===== src/tcc_map.vh =====
// Register indices, field positions and reset values of the timer channel block.
`ifndef TCC_MAP_VH
`define TCC_MAP_VH

// ----------------------------------------------------------------------------
// Register indices; the byte address on the bus is four times the index
// ----------------------------------------------------------------------------
`define TCC_IDX_CTRL 8'h20
`define TCC_IDX_CNTH 8'h21
`define TCC_IDX_CNTL 8'h22
`define TCC_IDX_MODH 8'h23
`define TCC_IDX_MODL 8'h24
`define TCC_IDX_CH0C 8'h25
`define TCC_IDX_CH0H 8'h26
`define TCC_IDX_CH0L 8'h27
`define TCC_IDX_CH1C 8'h28
`define TCC_IDX_CH1H 8'h29
`define TCC_IDX_CH1L 8'h2A
`define TCC_IDX_STAT 8'h30
`define TCC_IDX_MASK 8'h31
`define TCC_IDX_LSB 2
`define TCC_IDX_MSB 9

// ----------------------------------------------------------------------------
// Counter control fields
// ----------------------------------------------------------------------------
`define TCC_CTRL_STOP 0
`define TCC_CTRL_RST 1
`define TCC_CTRL_PS_LO 2
`define TCC_CTRL_PS_HI 4
`define TCC_PS_EXT 3'h7
`define TCC_PS_ALL 7'h7F
`define TCC_MOD_RST 16'hFFFF

// ----------------------------------------------------------------------------
// Channel control fields
// ----------------------------------------------------------------------------
`define TCC_CC_MAX 0
`define TCC_CC_TOV 1
`define TCC_CC_ELA 2
`define TCC_CC_ELB 3
`define TCC_CC_MSA 4
`define TCC_CC_MSB 5
`define TCC_CC_W 6
`define TCC_ELS_OFF 2'h0
`define TCC_ELS_RISE 2'h1
`define TCC_ELS_FALL 2'h2
`define TCC_ELS_ANY 2'h3

// ----------------------------------------------------------------------------
// Interrupt status fields and bus answers
// ----------------------------------------------------------------------------
`define TCC_ST_OVF 2
`define TCC_ST_W 3
`define TCC_RESP_OKAY 2'h0
`define TCC_RESP_SLVERR 2'h2

`endif


===== src/tcc_chan.v =====
// One timer channel: input capture, output compare, overflow toggle and byte interlocks.
`default_nettype none
`include "tcc_map.vh"

module tcc_chan
(
    input wire aclk,
    input wire aresetn,
    input wire tick,
    input wire ovf,
    input wire [15:0] cnt,
    input wire pin_in,
    input wire [`TCC_CC_W-1:0] ctrl,
    input wire wr_hi,
    input wire wr_lo,
    input wire rd_hi,
    input wire rd_lo,
    input wire [7:0] wdata,
    output reg [15:0] value_q,
    output reg event_q,
    output reg pin_out_q,
    output reg pin_oe_q
);

    reg s1_q;
    reg s2_q;
    reg s3_q;
    reg stable_q;
    reg rd_lock_q;
    reg wr_lock_q;
    reg level_q;
    reg max_eff_q;
    wire [1:0] els;
    wire any_ms;
    wire capture_mode;
    wire compare_mode;
    wire changed;
    wire edge_ok;
    wire capture;
    wire hit;

    assign els = {ctrl[`TCC_CC_ELB], ctrl[`TCC_CC_ELA]};
    assign any_ms = ctrl[`TCC_CC_MSA] | ctrl[`TCC_CC_MSB];
    assign capture_mode = ~any_ms & (els != `TCC_ELS_OFF);
    assign compare_mode = any_ms & (els != `TCC_ELS_OFF);
    // A change counts only once the second and third stages agree.
    assign changed = (s2_q == s3_q) & (s3_q != stable_q);
    // Edge selection picks rising, falling or either transition.
    assign edge_ok = ((els == `TCC_ELS_RISE) & s3_q) | ((els == `TCC_ELS_FALL) & ~s3_q) |
                     (els == `TCC_ELS_ANY);
    assign capture = capture_mode & changed & edge_ok & ~rd_lock_q;
    // A half-written compare value must not fire a match.
    assign hit = any_ms & tick & (cnt == value_q) & ~wr_lock_q;

    // Pin synchroniser; the first stage feeds only the second.
    always @(posedge aclk)
    begin
        if (!aresetn)
        begin
            s1_q <= 1'b0;
            s2_q <= 1'b0;
            s3_q <= 1'b0;
            stable_q <= 1'b0;
        end
        else
        begin
            s1_q <= pin_in;
            s2_q <= s1_q;
            s3_q <= s2_q;
            if (s2_q == s3_q)
                stable_q <= s3_q;
        end
    end

    // Value register holds no reset; bus writes win over a capture in the same cycle.
    always @(posedge aclk)
    begin
        if (wr_hi)
            value_q[15:8] <= wdata;
        if (wr_lo)
            value_q[7:0] <= wdata;
        if (capture && !wr_hi && !wr_lo)
            value_q <= cnt;
    end

    // Byte-order interlocks and the event pulse.
    always @(posedge aclk)
    begin
        if (!aresetn)
        begin
            rd_lock_q <= 1'b0;
            wr_lock_q <= 1'b0;
            event_q <= 1'b0;
        end
        else
        begin
            event_q <= capture | hit;
            if (rd_lo)
                rd_lock_q <= 1'b0;
            else if (rd_hi && !any_ms)
                rd_lock_q <= 1'b1;
            if (wr_lo)
                wr_lock_q <= 1'b0;
            else if (wr_hi && any_ms)
                wr_lock_q <= 1'b1;
        end
    end

    // Output level: overflow toggle beats a same-cycle compare action.
    always @(posedge aclk)
    begin
        if (!aresetn)
        begin
            level_q <= 1'b1;
            max_eff_q <= 1'b0;
            pin_out_q <= 1'b0;
            pin_oe_q <= 1'b0;
        end
        else
        begin
            if (els == `TCC_ELS_OFF)
                level_q <= ~ctrl[`TCC_CC_MSA];
            else if (compare_mode && ovf && ctrl[`TCC_CC_TOV])
                level_q <= ~level_q;
            else if (compare_mode && hit)
            begin
                case (els)
                    `TCC_ELS_RISE: level_q <= ~level_q;
                    `TCC_ELS_FALL: level_q <= 1'b0;
                    `TCC_ELS_ANY: level_q <= 1'b1;
                    default: level_q <= level_q;
                endcase
            end
            // The forced level is re-evaluated at a period boundary, and cleared at once outside compare mode.
            if (!compare_mode)
                max_eff_q <= 1'b0;
            else if (ovf)
                max_eff_q <= ctrl[`TCC_CC_MAX] & ctrl[`TCC_CC_TOV];
            pin_out_q <= max_eff_q ? 1'b1 : level_q;
            pin_oe_q <= compare_mode;
        end
    end

endmodule // tcc_chan
`default_nettype wire


===== src/tcc_top.v =====
// Two-channel timer capture/compare block with its counter and an AXI4-Lite register slave.
//
// Notes on behaviour
// Capture edge chosen by the edge-select pair.
// Compare pin action chosen by edge-select pair.
// Edge-select zero releases pin to general I/O.
// Reset clears both edge-select bits.
// Software clears event flag after enabling capture.
// Overflow toggles compare pin when toggle set.
// Toggle bit ignored for capture channels.
// Reset clears the toggle-on-overflow bit.
// Overflow action beats simultaneous compare action.
// Max-duty bit forces output fully high; the code does so only while the toggle bit is also set.
// Max-duty change acts from next period.
// Readable writable 16-bit channel value register.
// Channel value registers are not reset.
// High-byte read blocks captures until low read.
// High-byte write blocks compares until low write.
// Edge codes: rise/toggle, fall/clear, both/set.
// Event flag on capture edge or match.
// Channel 0 buffered bit disables channel 1.
// Counter overflows at modulo, restarts from zero.
//
// Register access over AXI4-Lite was left to the implementer.
`default_nettype none
`include "tcc_map.vh"

module tcc_top
(
    input wire aclk,
    input wire aresetn,
    input wire [11:0] s_axi_awaddr,
    input wire s_axi_awvalid,
    output reg s_axi_awready,
    input wire [31:0] s_axi_wdata,
    input wire [3:0] s_axi_wstrb,
    input wire s_axi_wvalid,
    output reg s_axi_wready,
    output reg [1:0] s_axi_bresp,
    output reg s_axi_bvalid,
    input wire s_axi_bready,
    input wire [11:0] s_axi_araddr,
    input wire s_axi_arvalid,
    output reg s_axi_arready,
    output reg [31:0] s_axi_rdata,
    output reg [1:0] s_axi_rresp,
    output reg s_axi_rvalid,
    input wire s_axi_rready,
    input wire ext_clk_pin,
    input wire [1:0] channel_pin_in,
    output wire [1:0] channel_pin_out,
    output wire [1:0] channel_pin_oe,
    output reg irq
);

    // ------------------------------------------------------------------------
    // Decode helpers
    // ------------------------------------------------------------------------

    // Word index of a byte address.
    function [7:0] tcc_idx;
        input [11:0] addr;
        begin
            tcc_idx = {addr[11:10] == 2'h0 ? addr[`TCC_IDX_MSB:`TCC_IDX_LSB] : 8'hFF};
        end
    endfunction

    // True for an index that holds a register.
    function tcc_mapped;
        input [7:0] idx;
        begin
            case (idx)
                `TCC_IDX_CTRL, `TCC_IDX_CNTH, `TCC_IDX_CNTL, `TCC_IDX_MODH, `TCC_IDX_MODL,
                `TCC_IDX_CH0C, `TCC_IDX_CH0H, `TCC_IDX_CH0L, `TCC_IDX_CH1C, `TCC_IDX_CH1H,
                `TCC_IDX_CH1L, `TCC_IDX_STAT, `TCC_IDX_MASK: tcc_mapped = 1'b1;
                default: tcc_mapped = 1'b0;
            endcase
        end
    endfunction

    // ------------------------------------------------------------------------
    // Declarations
    // ------------------------------------------------------------------------
    reg [11:0] awaddr_q;
    reg aw_full_q;
    reg [7:0] wbyte_q;
    reg wlane_q;
    reg w_full_q;
    reg ctrl_stop_q;
    reg ctrl_rst_q;
    reg [2:0] ctrl_ps_q;
    reg [15:0] mod_q;
    reg [15:0] cnt_q;
    reg [6:0] pre_q;
    reg [7:0] cnt_lat_q;
    reg cnt_held_q;
    reg e1_q;
    reg e2_q;
    reg e3_q;
    reg est_q;
    reg [`TCC_CC_W-1:0] cc0_q;
    reg [`TCC_CC_W-2:0] cc1_q;
    reg [`TCC_ST_W-1:0] stat_q;
    reg [`TCC_ST_W-1:0] mask_q;
    reg [7:0] rmux;
    wire wr_go;
    wire rd_go;
    wire [7:0] widx;
    wire [7:0] ridx;
    wire ext_tick;
    wire tick;
    wire ovf;
    wire [6:0] psmask;
    wire [`TCC_CC_W-1:0] cc_eff [0:1];
    wire [15:0] value [0:1];
    wire [1:0] chan_event;
    wire [`TCC_ST_W-1:0] stat_set;
    wire [`TCC_ST_W-1:0] stat_clr;

    assign widx = tcc_idx(awaddr_q);
    assign ridx = tcc_idx(s_axi_araddr);
    // Only the low byte lane carries register data, so a write without it is ignored.
    assign wr_go = aw_full_q & w_full_q & ~s_axi_bvalid & wlane_q;
    assign rd_go = s_axi_arvalid & s_axi_arready;

    // ------------------------------------------------------------------------
    // Write channel: address and data taken in either order
    // ------------------------------------------------------------------------

    // Each half is held until both are in; the response then follows.
    always @(posedge aclk)
    begin
        if (!aresetn)
        begin
            awaddr_q <= 12'h000;
            aw_full_q <= 1'b0;
            wbyte_q <= 8'h00;
            wlane_q <= 1'b0;
            w_full_q <= 1'b0;
            s_axi_awready <= 1'b1;
            s_axi_wready <= 1'b1;
            s_axi_bvalid <= 1'b0;
            s_axi_bresp <= `TCC_RESP_OKAY;
        end
        else
        begin
            if (s_axi_awvalid && s_axi_awready)
            begin
                awaddr_q <= s_axi_awaddr;
                aw_full_q <= 1'b1;
                s_axi_awready <= 1'b0;
            end
            if (s_axi_wvalid && s_axi_wready)
            begin
                wbyte_q <= s_axi_wdata[7:0];
                wlane_q <= s_axi_wstrb[0];
                w_full_q <= 1'b1;
                s_axi_wready <= 1'b0;
            end
            if (aw_full_q && w_full_q && !s_axi_bvalid)
            begin
                s_axi_bvalid <= 1'b1;
                s_axi_bresp <= tcc_mapped(widx) ? `TCC_RESP_OKAY : `TCC_RESP_SLVERR;
                aw_full_q <= 1'b0;
                w_full_q <= 1'b0;
            end
            if (s_axi_bvalid && s_axi_bready)
            begin
                s_axi_bvalid <= 1'b0;
                s_axi_awready <= 1'b1;
                s_axi_wready <= 1'b1;
            end
        end
    end

    // ------------------------------------------------------------------------
    // Read channel
    // ------------------------------------------------------------------------

    // Read data selection; reserved bits read as zero.
    always @*
    begin
        rmux = 8'h00;
        case (ridx)
            `TCC_IDX_CTRL: rmux = {3'h0, ctrl_ps_q, 1'b0, ctrl_stop_q};
            `TCC_IDX_CNTH: rmux = cnt_q[15:8];
            `TCC_IDX_CNTL: rmux = cnt_held_q ? cnt_lat_q : cnt_q[7:0];
            `TCC_IDX_MODH: rmux = mod_q[15:8];
            `TCC_IDX_MODL: rmux = mod_q[7:0];
            `TCC_IDX_CH0C: rmux = {stat_q[0], 1'b0, cc0_q};
            `TCC_IDX_CH0H: rmux = value[0][15:8];
            `TCC_IDX_CH0L: rmux = value[0][7:0];
            `TCC_IDX_CH1C: rmux = {stat_q[1], 2'h0, cc1_q};
            `TCC_IDX_CH1H: rmux = value[1][15:8];
            `TCC_IDX_CH1L: rmux = value[1][7:0];
            `TCC_IDX_STAT: rmux = {5'h00, stat_q};
            `TCC_IDX_MASK: rmux = {5'h00, mask_q};
            default: rmux = 8'h00;
        endcase
    end

    // One read in flight; data is registered on the same edge that takes the address.
    always @(posedge aclk)
    begin
        if (!aresetn)
        begin
            s_axi_arready <= 1'b1;
            s_axi_rvalid <= 1'b0;
            s_axi_rdata <= 32'h00000000;
            s_axi_rresp <= `TCC_RESP_OKAY;
        end
        else if (rd_go)
        begin
            s_axi_arready <= 1'b0;
            s_axi_rvalid <= 1'b1;
            s_axi_rdata <= {24'h000000, rmux};
            s_axi_rresp <= tcc_mapped(ridx) ? `TCC_RESP_OKAY : `TCC_RESP_SLVERR;
        end
        else if (s_axi_rvalid && s_axi_rready)
        begin
            s_axi_rvalid <= 1'b0;
            s_axi_arready <= 1'b1;
        end
    end

    // ------------------------------------------------------------------------
    // Control registers
    // ------------------------------------------------------------------------

    // Counter and channel control; reset leaves both pins under port control.
    always @(posedge aclk)
    begin
        if (!aresetn)
        begin
            ctrl_stop_q <= 1'b0;
            ctrl_rst_q <= 1'b0;
            ctrl_ps_q <= 3'h0;
            mod_q <= `TCC_MOD_RST;
            cc0_q <= {`TCC_CC_W{1'b0}};
            cc1_q <= {(`TCC_CC_W-1){1'b0}};
            mask_q <= {`TCC_ST_W{1'b0}};
        end
        else
        begin
            ctrl_rst_q <= 1'b0;
            if (wr_go)
            begin
                case (widx)
                    `TCC_IDX_CTRL:
                    begin
                        ctrl_stop_q <= wbyte_q[`TCC_CTRL_STOP];
                        ctrl_rst_q <= wbyte_q[`TCC_CTRL_RST];
                        ctrl_ps_q <= wbyte_q[`TCC_CTRL_PS_HI:`TCC_CTRL_PS_LO];
                    end
                    `TCC_IDX_MODH: mod_q[15:8] <= wbyte_q;
                    `TCC_IDX_MODL: mod_q[7:0] <= wbyte_q;
                    `TCC_IDX_CH0C: cc0_q <= wbyte_q[`TCC_CC_W-1:0];
                    `TCC_IDX_CH1C: cc1_q <= wbyte_q[`TCC_CC_W-2:0];
                    `TCC_IDX_MASK: mask_q <= wbyte_q[`TCC_ST_W-1:0];
                    default: mask_q <= mask_q;
                endcase
            end
        end
    end

    // The buffered bit of channel 0 disables channel 1 and frees its pin.
    assign cc_eff[0] = cc0_q;
    assign cc_eff[1] = cc0_q[`TCC_CC_MSB] ? {`TCC_CC_W{1'b0}} : {1'b0, cc1_q};

    // ------------------------------------------------------------------------
    // Prescaler and counter
    // ------------------------------------------------------------------------

    // External count clock synchroniser; only the second stage reads the first.
    always @(posedge aclk)
    begin
        if (!aresetn)
        begin
            e1_q <= 1'b0;
            e2_q <= 1'b0;
            e3_q <= 1'b0;
            est_q <= 1'b0;
        end
        else
        begin
            e1_q <= ext_clk_pin;
            e2_q <= e1_q;
            e3_q <= e2_q;
            if (e2_q == e3_q)
                est_q <= e3_q;
        end
    end

    assign ext_tick = (e2_q == e3_q) & e3_q & ~est_q;
    assign psmask = `TCC_PS_ALL >> (3'h7 - ctrl_ps_q);
    // The divider gives a one-cycle enable; no derived clock is used.
    assign tick = ~ctrl_stop_q & ~ctrl_rst_q &
                  ((ctrl_ps_q == `TCC_PS_EXT) ? ext_tick : ((pre_q & psmask) == psmask));
    assign ovf = tick & (cnt_q == mod_q);

    // Counter wraps to zero on the tick after it reaches the modulo value.
    always @(posedge aclk)
    begin
        if (!aresetn)
        begin
            cnt_q <= 16'h0000;
            pre_q <= 7'h00;
        end
        else if (ctrl_rst_q)
        begin
            cnt_q <= 16'h0000;
            pre_q <= 7'h00;
        end
        else
        begin
            if (!ctrl_stop_q)
                pre_q <= pre_q + 7'h01;
            if (ovf)
                cnt_q <= 16'h0000;
            else if (tick)
                cnt_q <= cnt_q + 16'h0001;
        end
    end

    // Reading the counter high byte freezes the low byte until it is read.
    always @(posedge aclk)
    begin
        if (!aresetn)
        begin
            cnt_lat_q <= 8'h00;
            cnt_held_q <= 1'b0;
        end
        else if (rd_go && ridx == `TCC_IDX_CNTL)
            cnt_held_q <= 1'b0;
        else if (rd_go && ridx == `TCC_IDX_CNTH && !cnt_held_q)
        begin
            cnt_lat_q <= cnt_q[7:0];
            cnt_held_q <= 1'b1;
        end
    end

    // ------------------------------------------------------------------------
    // Channels
    // ------------------------------------------------------------------------
    genvar ch;
    generate
        for (ch = 0; ch < 2; ch = ch + 1)
        begin : g_chan
            wire [7:0] hi_idx;
            wire [7:0] lo_idx;
            assign hi_idx = (ch == 0) ? `TCC_IDX_CH0H : `TCC_IDX_CH1H;
            assign lo_idx = (ch == 0) ? `TCC_IDX_CH0L : `TCC_IDX_CH1L;
            tcc_chan u_chan
            (
                .aclk(aclk),
                .aresetn(aresetn),
                .tick(tick),
                .ovf(ovf),
                .cnt(cnt_q),
                .pin_in(channel_pin_in[ch]),
                .ctrl(cc_eff[ch]),
                .wr_hi(wr_go & (widx == hi_idx)),
                .wr_lo(wr_go & (widx == lo_idx)),
                .rd_hi(rd_go & (ridx == hi_idx)),
                .rd_lo(rd_go & (ridx == lo_idx)),
                .wdata(wbyte_q),
                .value_q(value[ch]),
                .event_q(chan_event[ch]),
                .pin_out_q(channel_pin_out[ch]),
                .pin_oe_q(channel_pin_oe[ch])
            );
        end
    endgenerate

    // ------------------------------------------------------------------------
    // Interrupt status
    // ------------------------------------------------------------------------
    assign stat_set = {ovf, chan_event};
    assign stat_clr = (wr_go && widx == `TCC_IDX_STAT) ? wbyte_q[`TCC_ST_W-1:0] : {`TCC_ST_W{1'b0}};

    // Sticky flags, write one to clear; a new event in the clearing cycle survives.
    always @(posedge aclk)
    begin
        if (!aresetn)
        begin
            stat_q <= {`TCC_ST_W{1'b0}};
            irq <= 1'b0;
        end
        else
        begin
            stat_q <= (stat_q & ~stat_clr) | stat_set;
            irq <= |(stat_q & mask_q);
        end
    end

endmodule // tcc_top
`default_nettype wire


===== config.mk =====
export PLATFORM = sky130hd
export DESIGN_NAME = tcc_top
export DESIGN_NICKNAME = d
export VERILOG_FILES = /design/src/tcc_chan.v /design/src/tcc_top.v
export VERILOG_INCLUDE_DIRS = /design/src
export SDC_FILE = /design/constraint.sdc
export NUM_CORES = 1
export LEC_CHECK = 0
export ABC_AREA = 1
export BUFFER_PORTS_ARGS = -buffer_cell sky130_fd_sc_hd__buf_4
export CAP_MARGIN = 25
export CELL_PAD_IN_SITES_DETAIL_PLACEMENT = 0
export CELL_PAD_IN_SITES_GLOBAL_PLACEMENT = 1
export CORE_UTILIZATION = 30
export CTS_BUF_LIST = sky130_fd_sc_hd__clkbuf_8
export CTS_CLUSTER_DIAMETER = 80
export DETAILED_ROUTE_END_ITERATION = 6
export GPL_TIMING_DRIVEN = 0
export HOLD_SLACK_MARGIN = 0.03
export PLACE_DENSITY_LB_ADDON = 0.1
export SYNTH_ARGS = -nofsm -noshare
export SYNTH_HDL_FRONTEND = slang
export SYNTH_HIERARCHICAL = 1
export SYNTH_SLANG_ARGS = --single-unit

===== constraint.sdc =====
create_clock -name aclk -period 2.5 [get_ports aclk]
set_clock_uncertainty 0.05 [all_clocks]
set_input_delay 0.75 -clock aclk [delete_from_list [all_inputs] [get_ports aclk]]
set_output_delay 0.75 -clock aclk [all_outputs]
set_load 0.05 [all_outputs]

* Word-level counts from Yosys, hierarchy flattened *
Memories as Yosys holds them, arrays and structs flattened.
Index checks and enable logic that the tools add are counted.

operators by class
  add/sub/neg operators = 3
  multiply operators = 0
  div/mod/pow operators = 0
  $lt $le $gt $ge = 0
  equal/unequal tests = 40
  shifts and indexed selects = 1
  multiplexer cells = 35
  bitwise gates (word level) = 72
  reductions and logical operators = 71

operator list
  cell                                                               number
  8-bit by 6-bit == test with 1-bit output, second input constant    24
  8-bit case mux with 13 select lines                                1
  8-bit two-way mux                                                  7
  16-bit == test                                                     3
  1-bit AND                                                          41
  16-bit two-way mux                                                 2
  1-bit logical AND                                                  24
  2-bit AND reduction                                                11
  1-bit two-way mux                                                  19
  1-bit NOT                                                          18
  16-bit by 1-bit adder with 16-bit output, second input constant    1
  2-bit OR reduction                                                 8
  2-bit nonzero test                                                 7
  2-bit logical NOT                                                  6
  5-bit nonzero test                                                 2
  2-bit == test, second input constant                               4
  1-bit logical NOT                                                  8
  7-bit by 1-bit adder with 7-bit output, second input constant      1
  7-bit AND                                                          1
  7-bit == test                                                      1
  1-bit bitwise OR                                                   7
  7-bit by 3-bit >> shifter with 7-bit output, first input constant  1
  3-bit AND                                                          2
  1-bit case mux with 3 select lines                                 2
  14 further kinds                                                   21

word-level totals
  bits in registers = 169
  bits in latches = 0
  bits in writable memories = 0
  ROM bits = 128
  memories = 2

memory list
  memory            words  bits a word  rd ports  clocked after Yosys merged registers in  write ports  RTL line      text
  (name not given)  64     1            1         0                                        0            tcc_top.v:72  case (idx)
  (name not given)  64     1            1         0                                        0            tcc_top.v:72

* Longest topological paths before layout *
  depth after elaboration = 13
  depth in mapped cells = 17
  depth with buffers taken out = 17

* Cells and area by module *
The synthesis kept the hierarchy.

modules (own cells, without submodules)
  module    times used  cells an instance  area an instance (sq um)
  tcc_top   1           857                5,845.6
  tcc_chan  2           184                1,519.0

* Worst setup path before layout *
Ideal clock, no wire load.

  kind = register to register
  from = reg cc0_q[5]
  to = reg g_chan[1].u_chan.value_q[0], enable pin
  library setup time = 0.384 ns
  arrival time = 1.798 ns
  path slack = 0.268 ns
  stages on the path, launching flop included = 9
  buffers on the path = 0
  cell sequence = dfxtp_1 > nor2_1 > inv_1 > ha_1 > nor2_1 > nand2_1 > nor3_2 > nand3_2 > o21ai_0

RTL lines
  what                    RTL line       text
  start, declared         tcc_top.v:101  reg [`TCC_CC_W-1:0] cc0_q;
  start signal, assigned  tcc_top.v:239  cc0_q <= {`TCC_CC_W{1'b0}};
  start signal, assigned  tcc_top.v:257  `TCC_IDX_CH0C: cc0_q <= wbyte_q[`TCC_CC_W-1:0];
  end signal, assigned    tcc_chan.v:81  value_q[7:0] <= wdata;
  end signal, assigned    tcc_chan.v:83  value_q <= cnt;
  end, declared           tcc_chan.v:19  output reg [15:0] value_q,

* Worst setup path in the final report *
  from = in s_axi_araddr[11]
  to = reg s_axi_rdata[7]

on the way
  word-level cells in the longest chain between the ends = 4
  elaborated cells on any way between the ends = 16

ends and longest elaborated chain
  what                                      RTL line       text
  start, declared                           tcc_top.v:42   input wire [11:0] s_axi_araddr,
  2-bit logical NOT (*)                     tcc_top.v:64   tcc_idx = {addr[11:10] == 2'h0 ? addr[`TCC_IDX_MSB:`TCC_IDX_LSB] : 8'hFF};
  8-bit two-way mux (*)                     tcc_top.v:64
  8-bit by 6-bit == test with 1-bit output  tcc_top.v:184  case (ridx)
  8-bit case mux with 13 select lines (*)   tcc_top.v:184
  end signal, assigned                      tcc_top.v:216  s_axi_rdata <= {24'h000000, rmux};
  end, declared                             tcc_top.v:45   output reg [31:0] s_axi_rdata,

Every way passes the cells marked *; elsewhere a longest branch is shown, timed or not.
A chain may end at the register's enable or synchronous reset.

==> metrics.md <==
| Metric | Value |
|---|---|
| Final hold violation count | `0` |
| Post-synthesis average cell area | `7.25 µm²` |
| CTS tree | `yes` |
| Synth async-reset ratio | `0` |
| Starting DRT DRC Count | `617` |
| Non-Filler Instances | `1735` |
| R2R Path Start | `cc0_q[5]` |
| Hold Startpoint | `g_chan[0].u_chan/s1_q` |
| Yosys warning total | `6` |
| Met2 WL post-DR | `13300 µm` |
| Synth area leader | `dfxtp_1` |
| Startpoint types | `primary input` |
| Endpoints failing setup | `0` |
| GR Overflow Total | `0` |
| Seq pwr share | `0.534` |
| EDFF count, synth | `32` |
| Final Cycle Share | `0.985` |
| Final WL | `30700 µm` |
| Synth cell types | `45` |
| Final nets | `1414` |
| Hpwl dp | `23200 µm` |
| CP Max Fanout | `5` |
| Fraction of layout cells with a size suffix above 1 | `0.183` |
| Fmax | `0.406 GHz` |
| Mapped Cells | `1225` |
| Max-Cap Viols | `0` |
| Cell-internal power | `3.74 mW` |
| Max VDD drop | `0.275 mV` |
| Initial Utilization | `0.307` |
| Crit path from | `s_axi_araddr[11]` |
| DR WL/cell | `17.7 µm` |
| Critical Path RT | `2.85 ns` |
| Cells taking the most area after synthesis | `dfxtp_1, nand2_1, edfxtp_1` |
| Vias per cell | `4.71` |
| Vias in the first global route | `7678` |
| Max Used Layer | `met4` |
| Slew headroom | `0.424` |
| First-pass GRT wire length | `46900 µm` |
| Number of buffers created by CTS | `17` |
| Post-CTS Hold Buffers | `0` |
| CORE AREA | `28900 µm²` |
| Final ANT Viol Nets | `0` |
| Drt pass-1 iters | `5` |
| Status | `finished clean` |
| Clk pwr share | `0.358` |
| Routed wl met3 | `1340 µm` |
| H-tree depth | `4` |
| Top-count cell post-synth | `nand2_1` |
| Synthesized area | `8880 µm²` |
| Setup TNS | `0 ns` |
| Clock latency on the worst-skew pair | `0.49 ns` |
| Switch Pwr | `1.55 mW` |
| Pwr dens | `507 nW/µm²` |
| IO Pins | `116` |
| N_diodes | `0` |
| Most common library cells after synthesis | `nand2_1, inv_1, dfxtp_1` |
| Post-Place Cells | `1694` |
| Overall global routing resource usage | `0.208` |
| Crit. End Element | `register` |
| FILL cells | `3190` |
| Clock transition at the registers of the reported paths | `0.09 ns` |
| RSZ-0062 raised after global routing | `no` |
| Post-synth top area share | `0.297` |
| Crit path time final | `2.46 ns` |
| Yosys reg bits | `164` |
| DRC violations left | `0` |
| Root Driver | `clkbuf_8` |
| Die Span Y | `174 µm` |
| Bufs on Longest Clock Path | `2` |
| Die W | `174 µm` |
| Switching Share | `0.292` |
| Die ar. | `30300 µm²` |
| WP data arrival | `2.82 ns` |
| Syn-to-layout area delta | `17.3%` |
| Sequential share of the synthesized area | `0.406` |
| Initial antenna violation count | `0` |
| Final Slew Violations | `0` |
| Logic pwr share | `0.108` |
| GPL Wtd Cong | `0.848` |
| TritonCTS Sinks | `164` |
| Actual slew at the worst max-slew pin | `0.865 ns` |
| Total number of vias | `8165` |
| Row cnt | `62` |
| Largest net degree at the start of global routing | `17` |
| Top FF cell, synth | `dfxtp_1` |
| Pleak | `4.37 nW` |
| Kind of critical path | `primary input to register` |
| PortBufs | `58` |
| Worst hold path class | `register to register` |
| WL met1 | `15500 µm` |
## stage by stage
step                setup WS [ns]  total power, mW  area (µm²)  hold slack (ns)   util
floorplan                   0.268             3.26        8980            0.340      -
global placement           -0.597             3.45        9900            0.343  0.342
detailed placement         -0.544             3.45        9900            0.349  0.342
CTS                       0.00113             5.34       10300            0.371  0.356
global route              0.00172             5.52       10400            0.375  0.360
finish                     0.0376             5.28       10400            0.370  0.360
## final timing paths
kind                                  endpoint  slack (ns)  cells past startpoint
setup / recovery                s_axi_rdata[7]        0.04                     10
hold / removal           g_chan[0].u_chan/s2_q        0.37                      2
setup reg to reg  g_chan[1].u_chan/value_q[15]        0.16                     11
hold reg to reg          g_chan[0].u_chan/s2_q        0.37                      2
## layer usage
layer	track usage	vias to the layer above
met4	0.0599	0
met3	0.0306	26
met1	0.301	3755
met5	0	-
li1	-	4168
met2	0.316	216
## repair_timing
action / 4_1_cts / 5_1_grt
gates resized for setup: 17 / 15
pin swaps: 0 / 2
hold endpoints to repair: 0 / 0
endpoints found under the setup margin: 39 / 33
setup buffers: 2 / 8
## layout by cell type, fill, tap and decap left out, types with 27 or more instances in the layout
cell,Yosys,layout
o21ai_0,73,71
nand2_1,277,273
buf_4,26,96
nand3_1,113,112
inv_1,148,149
edfxtp_1,32,32
dfxtp_1,132,121
nor2_1,103,99
conb_1,1,27
o21ai_2,32,34
a21oi_1,89,88
## cell families (layout without fill, tap and decap cells)
group / after synthesis / in the layout / synth area share
AO/OA/AOI/OAI: 221 / 221 / 0.145
XOR/XNOR: 36 / 36 / 0.0355
adder cells (fa/ha/maj): 5 / 5 / 0.00704
buffers and inverters: 219 / 319 / 0.110
flip-flops: 164 / 164 / 0.406
multiplexers: 1 / 1 / 0.00113
other: 1 / 27 / 0.000422
AND/OR/NAND/NOR: 578 / 578 / 0.296
## cell type report
cell class,count,area [µm²],area share
buffer,63,397,0.0381
clock buffer,18,248,0.0238
clock inverter,13,110,0.0106
inverter,156,586,0.0562
multi-input combinational,868,4460,0.428
sequential,164,3620,0.347
tap,384,480,0.0461
timing repair buffer,69,518,0.0497
## worst max-delay path, stage by stage
cell	delay, ns
buf_4	0.11
nor2_2	0.15
nand3_1	0.26
nor2_1	0.53
nand2_1	0.24
o21ai_0	0.36
nor2_1	0.09
nand2_1	0.12
nand2_1	0.07
a21oi_1	0.12
## state kept, by name, indices dropped and copies added (netlist names), 2 cells and up
register / flops
g_chan.u_chan/stable_q: 2
cc0_q: 6
g_chan.u_chan/pin_oe_q: 2
g_chan.u_chan/event_q: 2
wbyte_q: 8
s_axi_rdata: 8
g_chan.u_chan/wr_lock_q: 2
awaddr_q: 10
g_chan.u_chan/rd_lock_q: 2
pre_q: 6
cnt_lat_q: 8
ctrl_ps_q: 3
stat_q: 3
mask_q: 3
g_chan.u_chan/value_q: 32
cc1_q: 5
g_chan.u_chan/max_eff_q: 2
g_chan.u_chan/pin_out_q: 2
g_chan.u_chan/s2_q: 2
cnt_q: 16
g_chan.u_chan/s1_q: 2
g_chan.u_chan/s3_q: 2
mod_q: 16
g_chan.u_chan/level_q: 2
## power groups by stage
stage	combinational (mW)	sequential (mW)	clock [mW]
after floorplan	0.371	2.89	0
after global placement	0.569	2.88	0
after detailed placement	0.570	2.88	0
after CTS	0.572	2.82	1.95
after global routing	0.628	2.83	2.06
final	0.570	2.82	1.89
Note: power is estimated with default switching activity, not from simulation.
